$ cat src/pkg/bsbx_pkg.sv
// Purpose: Constants shared by the branch, skip and bit execution core.
// Assumes: 8-bit register port, 16-bit instruction words.
// Notes:   Opcode values are local to this core.
`default_nettype none
package bsbx_pkg;
    // Register port map
    localparam logic [7:0] ADDR_IO_BASE  = 8'h20;
    localparam logic [7:0] ADDR_PROCESSOR_STATUS_FLAGS     = 8'h40;
    localparam logic [7:0] ADDR_PC_LO    = 8'h41;
    localparam logic [7:0] ADDR_PC_HI    = 8'h42;
    localparam logic [7:0] ADDR_INSTR_LO = 8'h43;
    localparam logic [7:0] ADDR_INSTR_HI = 8'h44;
    localparam logic [7:0] ADDR_NEXT_LO  = 8'h45;
    localparam logic [7:0] ADDR_NEXT_HI  = 8'h46;
    localparam logic [7:0] ADDR_CTRL     = 8'h47;
    localparam logic [7:0] ADDR_CYCLES   = 8'h48;
    localparam logic [7:0] ADDR_SP_LO    = 8'h49;
    localparam logic [7:0] ADDR_SP_HI    = 8'h4A;
    localparam logic [7:0] ADDR_RET_LO   = 8'h4B;
    localparam logic [7:0] ADDR_RET_HI   = 8'h4C;
    localparam int CTRL_GO_BIT = 0;
    localparam int CTRL_BUSY_BIT = 0;
    localparam int CTRL_BAD_BIT = 1;
    // Reset values
    localparam logic [15:0] PC_RESET = 16'h0000;
    localparam logic [15:0] SP_RESET = 16'h00FF;
    localparam logic [7:0] PROCESSOR_STATUS_FLAGS_RESET = 8'h00;
    // Status flag positions
    localparam logic [2:0] FLAG_C = 3'h0;
    localparam logic [2:0] FLAG_Z = 3'h1;
    localparam logic [2:0] FLAG_N = 3'h2;
    localparam logic [2:0] FLAG_V = 3'h3;
    localparam logic [2:0] FLAG_S = 3'h4;
    localparam logic [2:0] FLAG_H = 3'h5;
    localparam logic [2:0] FLAG_T = 3'h6;
    localparam logic [2:0] FLAG_I = 3'h7;
    // Opcodes in bits 15:11; compare_immediate owns every word with 15:12 = F
    localparam logic [4:0] OP_LOAD_ALL_ONES = 5'h01;
    localparam logic [4:0] OP_POINTER_JUMP = 5'h02;
    localparam logic [4:0] OP_POINTER_CALL = 5'h03;
    localparam logic [4:0] OP_COMPARE_SKIP_EQUAL = 5'h04;
    localparam logic [4:0] OP_COMPARE = 5'h05;
    localparam logic [4:0] OP_COMPARE_WITH_CARRY = 5'h06;
    localparam logic [4:0] OP_SKIP_REG_BIT_CLEAR = 5'h07;
    localparam logic [4:0] OP_SKIP_REG_BIT_SET = 5'h08;
    localparam logic [4:0] OP_SKIP_IO_BIT_CLEAR = 5'h09;
    localparam logic [4:0] OP_SKIP_IO_BIT_SET = 5'h0A;
    localparam logic [4:0] OP_BRANCH_FLAG_SET = 5'h0B;
    localparam logic [4:0] OP_BRANCH_FLAG_CLEAR = 5'h0C;
    localparam logic [4:0] OP_IO_BIT_FORCE_ONE = 5'h0D;
    localparam logic [4:0] OP_IO_BIT_FORCE_ZERO = 5'h0E;
    localparam logic [4:0] OP_SHIFT_LEFT_LOGICAL = 5'h0F;
    localparam logic [4:0] OP_SHIFT_RIGHT_LOGICAL = 5'h10;
    localparam logic [4:0] OP_ROTATE_LEFT_CARRY = 5'h11;
    localparam logic [4:0] OP_LONG_PREFIX = 5'h1D;
    localparam logic [3:0] OP_COMPARE_IMMEDIATE = 4'hF;
    // Cycle counts, skip advances and call push bytes
    localparam logic [1:0] CYC_ONE = 2'h1;
    localparam logic [1:0] CYC_JUMP = 2'h2;
    localparam logic [1:0] CYC_CALL = 2'h3;
    localparam logic [1:0] CYC_BRANCH_TAKEN = 2'h2;
    localparam logic [1:0] CYC_IO_BIT = 2'h2;
    localparam logic [1:0] CYC_SKIP_SHORT = 2'h2;
    localparam logic [1:0] CYC_SKIP_LONG = 2'h3;
    localparam logic [15:0] SKIP_SHORT_ADV = 16'h0002;
    localparam logic [15:0] SKIP_LONG_ADV = 16'h0003;
    localparam logic [15:0] RET_PUSH_BYTES = 16'h0002;
endpackage
`default_nettype wire

$ cat src/logic/bsbx_core.sv
// Purpose: Executes all-ones load, pointer jump/call, compares, skips,
//          flag branches, I/O bit force and shifts of an 8-bit core.
// Assumes: Software loads instruction words over the register port, then
//          writes the go bit; results sit in the register file.
// Notes:   Effects land at the first edge; later cycles only hold busy.
//
// The implementer's own choices: the plain strobed port and the placing of the registers.
`timescale 1ns/100ps
`default_nettype none
module bsbx_core import bsbx_pkg::*; (
    input wire logic ref_clk,
    input wire logic resetn,
    input wire logic [7:0] bus_addr,
    input wire logic [7:0] bus_wdata,
    input wire logic bus_wr,
    input wire logic bus_rd,
    output logic [7:0] bus_rdata,
    output logic busy
);
    logic [1:0] rst_sync_reg;
    logic rst_n;
    logic [7:0] gpr_reg [32];
    logic [7:0] gpr_next [32];
    logic [7:0] io_reg [32];
    logic [7:0] io_next [32];
    logic [7:0] processor_status_flags_reg, processor_status_flags_next;
    logic [15:0] pc_reg, pc_next, sp_reg, sp_next, ret_reg, ret_next;
    logic [15:0] instr_reg, instr_next, nxt_reg, nxt_next;
    logic [1:0] cnt_reg, cnt_next, cyc_reg, cyc_next;
    logic bad_reg, bad_next, busy_reg, busy_next;
    logic [7:0] rdata_reg, rdata_next, rd_mux;

    // Decode
    logic go, is_cpi, next_long, flag_val, bit_val, cmp_c;
    logic [4:0] op, fd, fr;
    logic [2:0] bsel;
    logic [7:0] opa, opb, opio, cmp_b, mask, cmp_r;
    logic [8:0] diff;
    logic [15:0] z_ptr, k_ext, skip_adv;
    logic [1:0] skip_cyc;

    // Reset is released through two flops so removal is clean
    always_ff @(posedge ref_clk or negedge resetn) begin
        if (!resetn) begin
            rst_sync_reg <= 2'b00;
        end else begin
            rst_sync_reg <= {rst_sync_reg[0], 1'b1};
        end
    end
    assign rst_n = rst_sync_reg[1];

    assign go = bus_wr && (bus_addr == ADDR_CTRL) && bus_wdata[CTRL_GO_BIT] && (cnt_reg == 2'h0);
    assign is_cpi = (instr_reg[15:12] == OP_COMPARE_IMMEDIATE);
    assign op = instr_reg[15:11];
    assign fd = is_cpi ? {1'b1, instr_reg[11:8]} : instr_reg[10:6];
    assign fr = instr_reg[4:0];
    assign bsel = instr_reg[2:0];
    assign opa = gpr_reg[fd];
    assign opb = gpr_reg[fr];
    assign opio = io_reg[fd];
    assign mask = 8'h01 << bsel;
    assign z_ptr = {gpr_reg[31], gpr_reg[30]};
    assign k_ext = {{9{instr_reg[6]}}, instr_reg[6:0]};
    assign next_long = (nxt_reg[15:11] == OP_LONG_PREFIX);
    assign skip_adv = next_long ? SKIP_LONG_ADV : SKIP_SHORT_ADV;
    assign skip_cyc = next_long ? CYC_SKIP_LONG : CYC_SKIP_SHORT;
    // Signed select reads N xor V live, never a stale sign flag
    assign flag_val = (instr_reg[10:8] == FLAG_S) ? (processor_status_flags_reg[FLAG_N] ^ processor_status_flags_reg[FLAG_V])
                                                  : processor_status_flags_reg[instr_reg[10:8]];
    assign bit_val = (op == OP_SKIP_IO_BIT_CLEAR || op == OP_SKIP_IO_BIT_SET) ?
                     opio[bsel] : opb[bsel];
    assign cmp_b = is_cpi ? instr_reg[7:0] : opb;
    assign cmp_c = (op == OP_COMPARE_WITH_CARRY) && !is_cpi && processor_status_flags_reg[FLAG_C];
    assign diff = {1'b0, opa} - {1'b0, cmp_b} - {8'h00, cmp_c};
    assign cmp_r = diff[7:0];

    always_comb begin
        rd_mux = 8'h00;
        if (bus_addr < ADDR_IO_BASE) begin
            rd_mux = gpr_reg[bus_addr[4:0]];
        end else if (bus_addr < ADDR_PROCESSOR_STATUS_FLAGS) begin
            rd_mux = io_reg[bus_addr[4:0]];
        end else begin
            case (bus_addr)
                ADDR_PROCESSOR_STATUS_FLAGS: rd_mux = processor_status_flags_reg;
                ADDR_PC_LO: rd_mux = pc_reg[7:0];
                ADDR_PC_HI: rd_mux = pc_reg[15:8];
                ADDR_INSTR_LO: rd_mux = instr_reg[7:0];
                ADDR_INSTR_HI: rd_mux = instr_reg[15:8];
                ADDR_NEXT_LO: rd_mux = nxt_reg[7:0];
                ADDR_NEXT_HI: rd_mux = nxt_reg[15:8];
                ADDR_CTRL: rd_mux = {6'h00, bad_reg, busy_reg};
                ADDR_CYCLES: rd_mux = {6'h00, cyc_reg};
                ADDR_SP_LO: rd_mux = sp_reg[7:0];
                ADDR_SP_HI: rd_mux = sp_reg[15:8];
                ADDR_RET_LO: rd_mux = ret_reg[7:0];
                ADDR_RET_HI: rd_mux = ret_reg[15:8];
                default: rd_mux = 8'h00;
            endcase
        end
    end

    always_comb begin
        gpr_next = gpr_reg;
        io_next = io_reg;
        processor_status_flags_next = processor_status_flags_reg;
        pc_next = pc_reg;
        sp_next = sp_reg;
        ret_next = ret_reg;
        instr_next = instr_reg;
        nxt_next = nxt_reg;
        cyc_next = cyc_reg;
        bad_next = bad_reg;
        cnt_next = (cnt_reg != 2'h0) ? cnt_reg - 2'h1 : 2'h0;
        rdata_next = bus_rd ? rd_mux : 8'h00;
        if (bus_wr) begin
            if (bus_addr < ADDR_IO_BASE) begin
                gpr_next[bus_addr[4:0]] = bus_wdata;
            end else if (bus_addr < ADDR_PROCESSOR_STATUS_FLAGS) begin
                io_next[bus_addr[4:0]] = bus_wdata;
            end else begin
                case (bus_addr)
                    ADDR_PROCESSOR_STATUS_FLAGS: processor_status_flags_next = bus_wdata;
                    ADDR_PC_LO: pc_next[7:0] = bus_wdata;
                    ADDR_PC_HI: pc_next[15:8] = bus_wdata;
                    ADDR_INSTR_LO: instr_next[7:0] = bus_wdata;
                    ADDR_INSTR_HI: instr_next[15:8] = bus_wdata;
                    ADDR_NEXT_LO: nxt_next[7:0] = bus_wdata;
                    ADDR_NEXT_HI: nxt_next[15:8] = bus_wdata;
                    ADDR_SP_LO: sp_next[7:0] = bus_wdata;
                    ADDR_SP_HI: sp_next[15:8] = bus_wdata;
                    default: ;
                endcase
            end
        end
        if (go) begin
            pc_next = pc_reg + 16'h0001;
            cyc_next = CYC_ONE;
            bad_next = 1'b0;
            if (is_cpi) begin
                processor_status_flags_next[FLAG_Z] = (cmp_r == 8'h00);
            end else begin
                case (op)
                    OP_LOAD_ALL_ONES: gpr_next[fd] = 8'hFF;
                    OP_POINTER_JUMP: begin
                        pc_next = z_ptr;
                        cyc_next = CYC_JUMP;
                    end
                    OP_POINTER_CALL: begin
                        ret_next = pc_reg + 16'h0001;
                        sp_next = sp_reg - RET_PUSH_BYTES;
                        pc_next = z_ptr;
                        cyc_next = CYC_CALL;
                    end
                    OP_COMPARE_SKIP_EQUAL, OP_SKIP_REG_BIT_CLEAR, OP_SKIP_REG_BIT_SET,
                    OP_SKIP_IO_BIT_CLEAR, OP_SKIP_IO_BIT_SET: begin
                        if ((op == OP_COMPARE_SKIP_EQUAL && opa == opb) ||
                            (op == OP_SKIP_REG_BIT_CLEAR && !bit_val) ||
                            (op == OP_SKIP_REG_BIT_SET && bit_val) ||
                            (op == OP_SKIP_IO_BIT_CLEAR && !bit_val) ||
                            (op == OP_SKIP_IO_BIT_SET && bit_val)) begin
                            pc_next = pc_reg + skip_adv;
                            cyc_next = skip_cyc;
                        end
                    end
                    OP_COMPARE, OP_COMPARE_WITH_CARRY: begin
                        // With carry, zero only survives if it was already set
                        processor_status_flags_next[FLAG_Z] = (cmp_r == 8'h00) &&
                            (op == OP_COMPARE || processor_status_flags_reg[FLAG_Z]);
                    end
                    // Unsigned, signed, named and interrupt branches are selects of s
                    OP_BRANCH_FLAG_SET, OP_BRANCH_FLAG_CLEAR: begin
                        if (flag_val == (op == OP_BRANCH_FLAG_SET)) begin
                            pc_next = pc_reg + k_ext + 16'h0001;
                            cyc_next = CYC_BRANCH_TAKEN;
                        end
                    end
                    OP_IO_BIT_FORCE_ONE: begin
                        io_next[fd] = opio | mask;
                        cyc_next = CYC_IO_BIT;
                    end
                    OP_IO_BIT_FORCE_ZERO: begin
                        io_next[fd] = opio & ~mask;
                        cyc_next = CYC_IO_BIT;
                    end
                    OP_SHIFT_LEFT_LOGICAL: gpr_next[fd] = {opa[6:0], 1'b0};
                    OP_SHIFT_RIGHT_LOGICAL: gpr_next[fd] = {1'b0, opa[7:1]};
                    OP_ROTATE_LEFT_CARRY: gpr_next[fd] = {opa[6:0], processor_status_flags_reg[FLAG_C]};
                    default: bad_next = 1'b1;
                endcase
            end
            if (is_cpi || op == OP_COMPARE || op == OP_COMPARE_WITH_CARRY) begin
                processor_status_flags_next[FLAG_N] = cmp_r[7];
                processor_status_flags_next[FLAG_V] = (opa[7] & ~cmp_b[7] & ~cmp_r[7]) | (~opa[7] & cmp_b[7] & cmp_r[7]);
                processor_status_flags_next[FLAG_C] = diff[8];
                processor_status_flags_next[FLAG_H] = (~opa[3] & cmp_b[3]) | (cmp_b[3] & cmp_r[3]) | (cmp_r[3] & ~opa[3]);
                processor_status_flags_next[FLAG_S] = processor_status_flags_next[FLAG_N] ^ processor_status_flags_next[FLAG_V];
            end else if (op == OP_SHIFT_LEFT_LOGICAL || op == OP_SHIFT_RIGHT_LOGICAL ||
                         op == OP_ROTATE_LEFT_CARRY) begin
                processor_status_flags_next[FLAG_Z] = (gpr_next[fd] == 8'h00);
                processor_status_flags_next[FLAG_C] = (op == OP_SHIFT_RIGHT_LOGICAL) ? opa[0] : opa[7];
                processor_status_flags_next[FLAG_N] = gpr_next[fd][7];
                processor_status_flags_next[FLAG_V] = processor_status_flags_next[FLAG_N] ^ processor_status_flags_next[FLAG_C];
                processor_status_flags_next[FLAG_S] = processor_status_flags_next[FLAG_N] ^ processor_status_flags_next[FLAG_V];
            end
            cnt_next = cyc_next;
        end
        busy_next = (cnt_next != 2'h0);
    end

    always_ff @(posedge ref_clk or negedge rst_n) begin
        if (!rst_n) begin
            for (int i = 0; i < 32; i++) begin
                gpr_reg[i] <= 8'h00;
                io_reg[i] <= 8'h00;
            end
            processor_status_flags_reg <= PROCESSOR_STATUS_FLAGS_RESET;
            pc_reg <= PC_RESET;
            sp_reg <= SP_RESET;
            ret_reg <= PC_RESET;
            instr_reg <= 16'h0000;
            nxt_reg <= 16'h0000;
            cnt_reg <= 2'h0;
            cyc_reg <= 2'h0;
            bad_reg <= 1'b0;
            busy_reg <= 1'b0;
            rdata_reg <= 8'h00;
        end else begin
            gpr_reg <= gpr_next;
            io_reg <= io_next;
            processor_status_flags_reg <= processor_status_flags_next;
            pc_reg <= pc_next;
            sp_reg <= sp_next;
            ret_reg <= ret_next;
            instr_reg <= instr_next;
            nxt_reg <= nxt_next;
            cnt_reg <= cnt_next;
            cyc_reg <= cyc_next;
            bad_reg <= bad_next;
            busy_reg <= busy_next;
            rdata_reg <= rdata_next;
        end
    end

    assign bus_rdata = rdata_reg;
    assign busy = busy_reg;
endmodule // bsbx_core
`default_nettype wire

$ cat config.mk
export PLATFORM = sky130hd
export DESIGN_NAME = bsbx_core
export DESIGN_NICKNAME = d
export VERILOG_FILES = /design/src/pkg/bsbx_pkg.sv /design/src/logic/bsbx_core.sv
export SDC_FILE = /design/constraint.sdc
export NUM_CORES = 2
export LEC_CHECK = 0
export ABC_AREA = 0
export BUFFER_PORTS_ARGS = -buffer_cell sky130_fd_sc_hd__buf_2
export CAP_MARGIN = 20
export CORE_MARGIN = 2
export CORE_UTILIZATION = 39
export DETAILED_ROUTE_END_ITERATION = 10
export SLEW_MARGIN = 25
export SYNTH_ARGS = -nofsm -noshare
export SYNTH_HDL_FRONTEND = slang
export SYNTH_SLANG_ARGS = --single-unit
$ cat constraint.sdc
create_clock -name ref_clk -period 29.9 [get_ports ref_clk]
set_input_delay 5.98 -clock ref_clk [delete_from_list [all_inputs] [get_ports ref_clk]]
set_output_delay 5.98 -clock ref_clk [all_outputs]
set_load 0.005 [all_outputs]
# Yosys cells after proc, flatten, opt, wreduce, memory -nomap -nowiden
# Cells that the tools add are included.
[totals] reg_bits=616 latchBits=0 ramBits=0 romBits=0 output_inout_bits=9 word_cells=306 memories=0
[op_classes] add_sub_neg=8 multipliers=0 n_div=0 magnitude_cmp=9 eq_ne=37 shifts=1 n_mux=96 bitwise=28 n_reduce_logical=47
[op_table] operator="256-bit 2-to-1 mux" count=10
[op_table] operator="256-bit bitwise mux" count=7
[op_table] operator="256-bit one-hot mux with 4 select lines" count=1
[op_table] operator="256-bit one-hot mux with 2 select lines" count=1
[op_table] operator="256-bit bitwise OR" count=1
[op_table] operator="8-bit binary-select mux with 5-bit select" count=6
[op_table] operator="16-bit 2-to-1 mux" count=13
[op_table] operator="8-bit 2-to-1 mux" count=22
[op_table] operator="8-bit by 7-bit equality test with 1-bit output (second input constant)" count=13
[op_table] operator="8-bit one-hot mux with 13 select lines" count=1
[op_table] operator="8-bit demux with 5-bit select" count=2
[op_table] operator="16-bit one-hot mux with 3 select lines" count=1
[op_table] operator="5-bit by 4-bit equality test with 1-bit output (second input constant)" count=8
[op_table] operator="16-bit by 1-bit adder with 16-bit output (second input constant)" count=2
[op_table] operator="6-bit 2-to-1 mux" count=5
[op_table] operator="4-bit AND reduction" count=7
[op_table] operator="5-bit by 3-bit equality test with 1-bit output (second input constant)" count=4
[op_table] operator="6-bit greater-or-equal comparator (second input constant)" count=3
[op_table] operator="5-bit NOT with 6-bit output" count=3
[op_table] operator="17-bit OR reduction" count=1
[op_table] operator="16-bit adder" count=1
[op_table] operator="16-bit by 2-bit adder with 16-bit output" count=1
[op_table] operator="8-bit logical NOT" count=2
[op_table] operator="16-bit by 2-bit subtractor with 16-bit output (second input constant)" count=1
[op_table] operator="other kinds (38)" count=110

# Depth between registers and ports, before layout
[logic_depth] ltp_word=20 ltp_mapped=26 depth_no_buf=20

# Worst setup path before layout
# OpenSTA, ideal clock, no wires.
[synth_timing] path_kind="input to register" from="in bus_addr[5]" to="reg processor_status_flags_reg[1]" setup_time_ns=0.110 t_arrival_ns=9.288 path_slack_ns=20.502 cell_stages=14 n_path_buf=1 cell_sequence="or4b_2 -> clkbuf_1 -> nor3_1 -> mux2i_1 -> nand2_1 -> nand2_1 -> nand2_1 -> a31oi_1 -> nor4_1 -> a311oi_1 -> a31oi_1 -> a2111oi_0 -> nand4_1 -> o41ai_1"
[synth_between] elab_chain_len=14
[synth_rtl] item="start, declared" line="bsbx_core.sv:13" text="input wire logic [7:0] bus_addr,"
[synth_rtl] item="8-bit by 6-bit less-than comparator with 1-bit output" line="bsbx_core.sv:117" text="if (bus_addr < ADDR_IO_BASE) begin"
[synth_rtl] item="256-bit 2-to-1 mux" line="bsbx_core.sv:117"
[synth_rtl] item="256-bit 2-to-1 mux" line="bsbx_core.sv:116" text="if (bus_wr) begin"
[synth_rtl] item="256-bit bitwise mux, or another cell as far along" line="bsbx_core.sv:188" text="OP_ROTATE_LEFT_CARRY: gpr_next[fd] = {opa[6:0], processor_status_flags_reg[FLAG_C]};"
[synth_rtl] item="256-bit one-hot mux with 4 select lines" line="bsbx_core.sv:143" text="case (op)"
[synth_rtl] item="256-bit 2-to-1 mux" line="bsbx_core.sv:140" text="if (is_cpi) begin"
[synth_rtl] item="256-bit 2-to-1 mux" line="bsbx_core.sv:136" text="if (go) begin"
[synth_rtl] item="8-bit binary-select mux with 5-bit select" line="bsbx_core.sv:200" text="processor_status_flags_next[FLAG_Z] = (gpr_next[fd] == 8'h00);"
[synth_rtl] item="8-bit 2-to-1 mux (not written as such) (2 in a row)" line="bsbx_core.sv:200"
[synth_rtl] item="8-bit logical NOT" line="bsbx_core.sv:200"
[synth_rtl] item="5-bit 2-to-1 mux" line="bsbx_core.sv:198" text="end else if (op == OP_SHIFT_LEFT_LOGICAL || op == OP_SHIFT_RIGHT_LOGICAL ||"
[synth_rtl] item="1-bit 2-to-1 mux" line="bsbx_core.sv:192" text="if (is_cpi || op == OP_COMPARE || op == OP_COMPARE_WITH_CARRY) begin"
[synth_rtl] item="6-bit 2-to-1 mux *" line="bsbx_core.sv:136"
[synth_rtl] item="net processor_status_flags_next[1]" line="bsbx_core.sv:26" text="logic [7:0] processor_status_flags_reg, processor_status_flags_next;"
[synth_rtl] item="end signal, assigned" line="bsbx_core.sv:231" text="processor_status_flags_reg <= processor_status_flags_next;"
[synth_rtl] item="end, declared" line="bsbx_core.sv:26"
# The timed path passes the listed nets; every way through them passes the cells marked *. The select of a mux whose other input is x is not followed.
# A chain may end at the register's enable or synchronous reset.

# Worst setup path in the final report
[layout_timing] from="in bus_addr[1]" to="reg processor_status_flags_reg[1]"
[layout_between] elab_chain_len=19
[layout_rtl] item="5-bit NOT with 6-bit output (not written as such)" line="bsbx_core.sv:118" text="gpr_next[bus_addr[4:0]] = bus_wdata;"
[layout_rtl] item="6-bit greater-or-equal comparator (not written as such) / 6-bit by 1-bit less-than comparator with 1-bit output (equally long branches)" line="bsbx_core.sv:118"
[layout_rtl] item="1-bit logical AND (not written as such)" line="bsbx_core.sv:118"
[layout_rtl] item="8-bit 2-to-1 mux (not written as such)" line="bsbx_core.sv:118"
[layout_rtl] item="8-bit demux with 5-bit select" line="bsbx_core.sv:118"
[layout_rtl] item="256-bit bitwise mux" line="bsbx_core.sv:118"
[layout_rtl] item="256-bit 2-to-1 mux" line="bsbx_core.sv:117"
[layout_rtl] item="256-bit 2-to-1 mux" line="bsbx_core.sv:116"
[layout_rtl] item="[... 3 more ...]"
[layout_rtl] item="256-bit 2-to-1 mux" line="bsbx_core.sv:136"
[layout_rtl] item="8-bit binary-select mux with 5-bit select" line="bsbx_core.sv:200"
[layout_rtl] item="8-bit 2-to-1 mux (not written as such) (2 in a row)" line="bsbx_core.sv:200"
[layout_rtl] item="8-bit logical NOT" line="bsbx_core.sv:200"
[layout_rtl] item="5-bit 2-to-1 mux" line="bsbx_core.sv:198"
[layout_rtl] item="1-bit 2-to-1 mux" line="bsbx_core.sv:192"
[layout_rtl] item="6-bit 2-to-1 mux *" line="bsbx_core.sv:136"
[layout_rtl] item="net processor_status_flags_next[1]" line="bsbx_core.sv:26"
# Marked as above.

==> results.json <==
{
  "crit_path_max_incr_delay_ns": 0.89,
  "power_density_nw_per_um2": 47.6,
  "rr_worst_depth": 16,
  "setup_tns_ns": 0,
  "yosysSeqAreaShare_pct": 31.4,
  "critPathKind": "primary input to register",
  "final_util_pct": 42.9,
  "fin_crit_sh_pct": 37.6,
  "ys_warn_count": 0,
  "finalNetCount": 5331,
  "insertion_delay_ns": 0.74,
  "root_buffer": "clkbuf_16",
  "clk_pin_slew_ns": 0.06,
  "hpwl_um": 201000,
  "routed-via-count": 53100,
  "violations": "capacitance limit, slew limit",
  "crit_path_end_kind": "register",
  "cp.depth": 13,
  "cts.path.max_buffers": 3,
  "hold_class": "register to async pin",
  "worst_pin_slew_ns": 1.50,
  "die_area_um2": 129000,
  "port_buffers": 28,
  "finalMaxSlewViolations": 4,
  "syn_inst": 5442,
  "grt.total_usage_pct": 43.3,
  "critPathTopFamily": "compound AO/OA/AOI/OAI gates",
  "crit_required_ns": 30.50,
  "grt_max_degree": 156,
  "numCtsBuffers": 78,
  "firstDrtPassIters": 9,
  "finalClockSkew_ns": 0.0447,
  "syn2layout_area_growth_pct": 9.57,
  "ys_ff_latch": 616,
  "start_util_pct": 39.2,
  "multi_input_area_um2": 31600,
  "antenna_found_initial": 26,
  "drcViolationCount": 0,
  "core-area_um2": 125000,
  "top_usage_layer": "met2",
  "r2r_start": "instr_reg[13]$_DFFE_PN0P_",
  "seqCellArea_um2": 15400,
  "grt_use_met2_pct": 60.1,
  "crit_top_cell": "nand2_1",
  "syn_nets": 5497,
  "reg2reg_to": "processor_status_flags_reg[1]$_DFF_PN0_",
  "ir_worst_vdd_v": 0.0000359,
  "cts_resized": 0,
  "rsz0062_at_grt": "false",
  "cts_hold_buf": 0,
  "ant_nets": 0,
  "met3_usage_pct": 18.2,
  "setup_viol": 0,
  "wl_per_cell_um": 40.7,
  "place_congestion": 1.13,
  "h-tree-depth": 3,
  "vias_per_cell": 7.58,
  "crit_path_cell_trace": "buf_6 > buf_4 > nand2_1 > nor2_1 > nand2_1 > mux2i_1 > a22oi_1 > mux4_2 > a21oi_1 > a211oi_1 > a31oi_1 > o311ai_0 > o41ai_1",
  "cts.sink_count": 616,
  "max_freq_mhz": 88.9,
  "cts_tree": "built",
  "grt.met1_usage_pct": 54.0,
  "fillers": 12300,
  "worstPathMaxFanout": 52,
  "die_h_um": 359,
  "reg2reg_setup_slack_ns": 21.47,
  "totalWireLength_um": 285000,
  "grt_pass1_vias": 48700,
  "place_ws_ns": 18.30,
  "synthArstFlopShare_pct": 100,
  "syn_avg_cell_area_um2": 9.01,
  "crit_arrival_ns": 11.85,
  "num_io_pins": 29,
  "grt_pass1_wl_um": 393000,
  "startpoint_type": "primary input",
  "drtIter0Drc": 10000,
  "crit_buf_inv": 2,
  "hold_violations": 0,
  "max_slew_margin_pct": -0.173,
  "outcome": "complete, but fails checks",
  "max-cap-violations": 1,
  "cp_slowest_cell": "a21oi_1",
  "drive_gt1_share_pct": 14.5,
  "p_leak_nw": 24.1,
  "synth_ff_type": "dfrtp_1",
  "post_cts_buffers": 0,
  "synth_edf_count": 0,
  "finalCriticalPeriod_ns": 11.25,
  "ys_types": 106,
  "grt_overflow": 0,
  "syn_area_um2": 49100,
  "fp.dieW_um": 359,
  "setup_ws_ns": 18.65,
  "rows": 130
}
## layout make-up
type / count / area share [%]
multi-input cells: 4286 / 58.7
clock inverters: 34 / 0.822
flip-flops and latches: 616 / 28.7
repair buffers: 221 / 3.13
inverters: 73 / 0.510
diodes: 12 / 0.0559
clock buffers: 104 / 4.17
well taps: 1650 / 3.84
## cell families after synthesis
logic type	synth area share, %
xor gates and xnor gates	0.786
and+or+nand+nor	14.8
adders and majority gates	0.959
muxes	24.7
AOI/OAI and AO/OA	22.5
buffers and inverters	4.78
DFF	31.4
other	0.00764
## cell usage in the layout (no fill, tap or decap), drive strengths merged, types with 37 or more instances in the layout
master,n
mux2i,614
nand2,612
dfrtp,608
nor2,455
a21oi,340
o21ai,307
o22ai,287
mux4,226
buf,221
a22oi,215
nand3,178
nor3,112
clkbuf,104
mux2,74
inv,74
a32oi,73
a31oi,61
nand4,59
o211ai,52
a221oi,43
o31ai,37
## Yosys cell counts (63+ instances only)
cell type	instances	area (µm²)
mux4_2	226	5090
a21oi_1	340	1700
inv_1	69	259
o22ai_1	287	1800
nand3_1	178	891
nand2_1	612	2300
nor2_1	451	1690
dfrtp_1	608	15200
buf_2	63	315
o21ai_0	300	1500
a32oi_1	73	639
clkbuf_1	305	1140
mux2i_1	609	6100
a22oi_1	215	1610
mux2_2	73	822
nor3_1	108	541
## where the power goes
group	switching [mW]	leakage, nW	total (mW)	internal [mW]
clock	0.440	1.31	1.03	0.591
sequential	0.0758	8.39	0.953	0.877
combinational	0.389	14.4	0.575	0.185
## stage by stage
stage	instance area [µm²]	hold slack, ns	cells	power [mW]
6_report	53800	0.350	6996	2.56
5_1_grt	53700	0.378	6984	2.60
4_1_cts	53700	0.356	6982	2.52
3_5_place_dp	51000	0.343	6844	1.50
3_3_place_gp	50900	0.336	6843	1.49
2_1_floorplan	49100	0.331	5442	1.27
## worst max-delay path by stage
stage / startpoint / endpoint / slack [ns]
global placement: bus_addr[1] / processor_status_flags_reg[1]$_DFF_PN0_ / 17.72
floorplan: rst_sync_reg[1]$_DFF_PN0_ / bad_reg$_DFFE_PN0P_ / 11.47
finish: bus_addr[1] / processor_status_flags_reg[1]$_DFF_PN0_ / 18.65
detailed placement: bus_addr[1] / io_reg[135]$_DFF_PN0_ / 18.30
CTS: bus_addr[1] / io_reg[135]$_DFF_PN0_ / 19.07
global route: bus_addr[1] / io_reg[134]$_DFF_PN0_ / 18.72
## routing by layer
| metal | up-vias | wire (µm) |
|---|---|---|
| met4 | 28 | 24700 |
| met5 | - | 217 |
| met1 | 26100 | 101000 |
| li1 | 20700 | - |
| met2 | 4896 | 114000 |
| met3 | 1325 | 44800 |
Power figures use the tool's default switching activity.
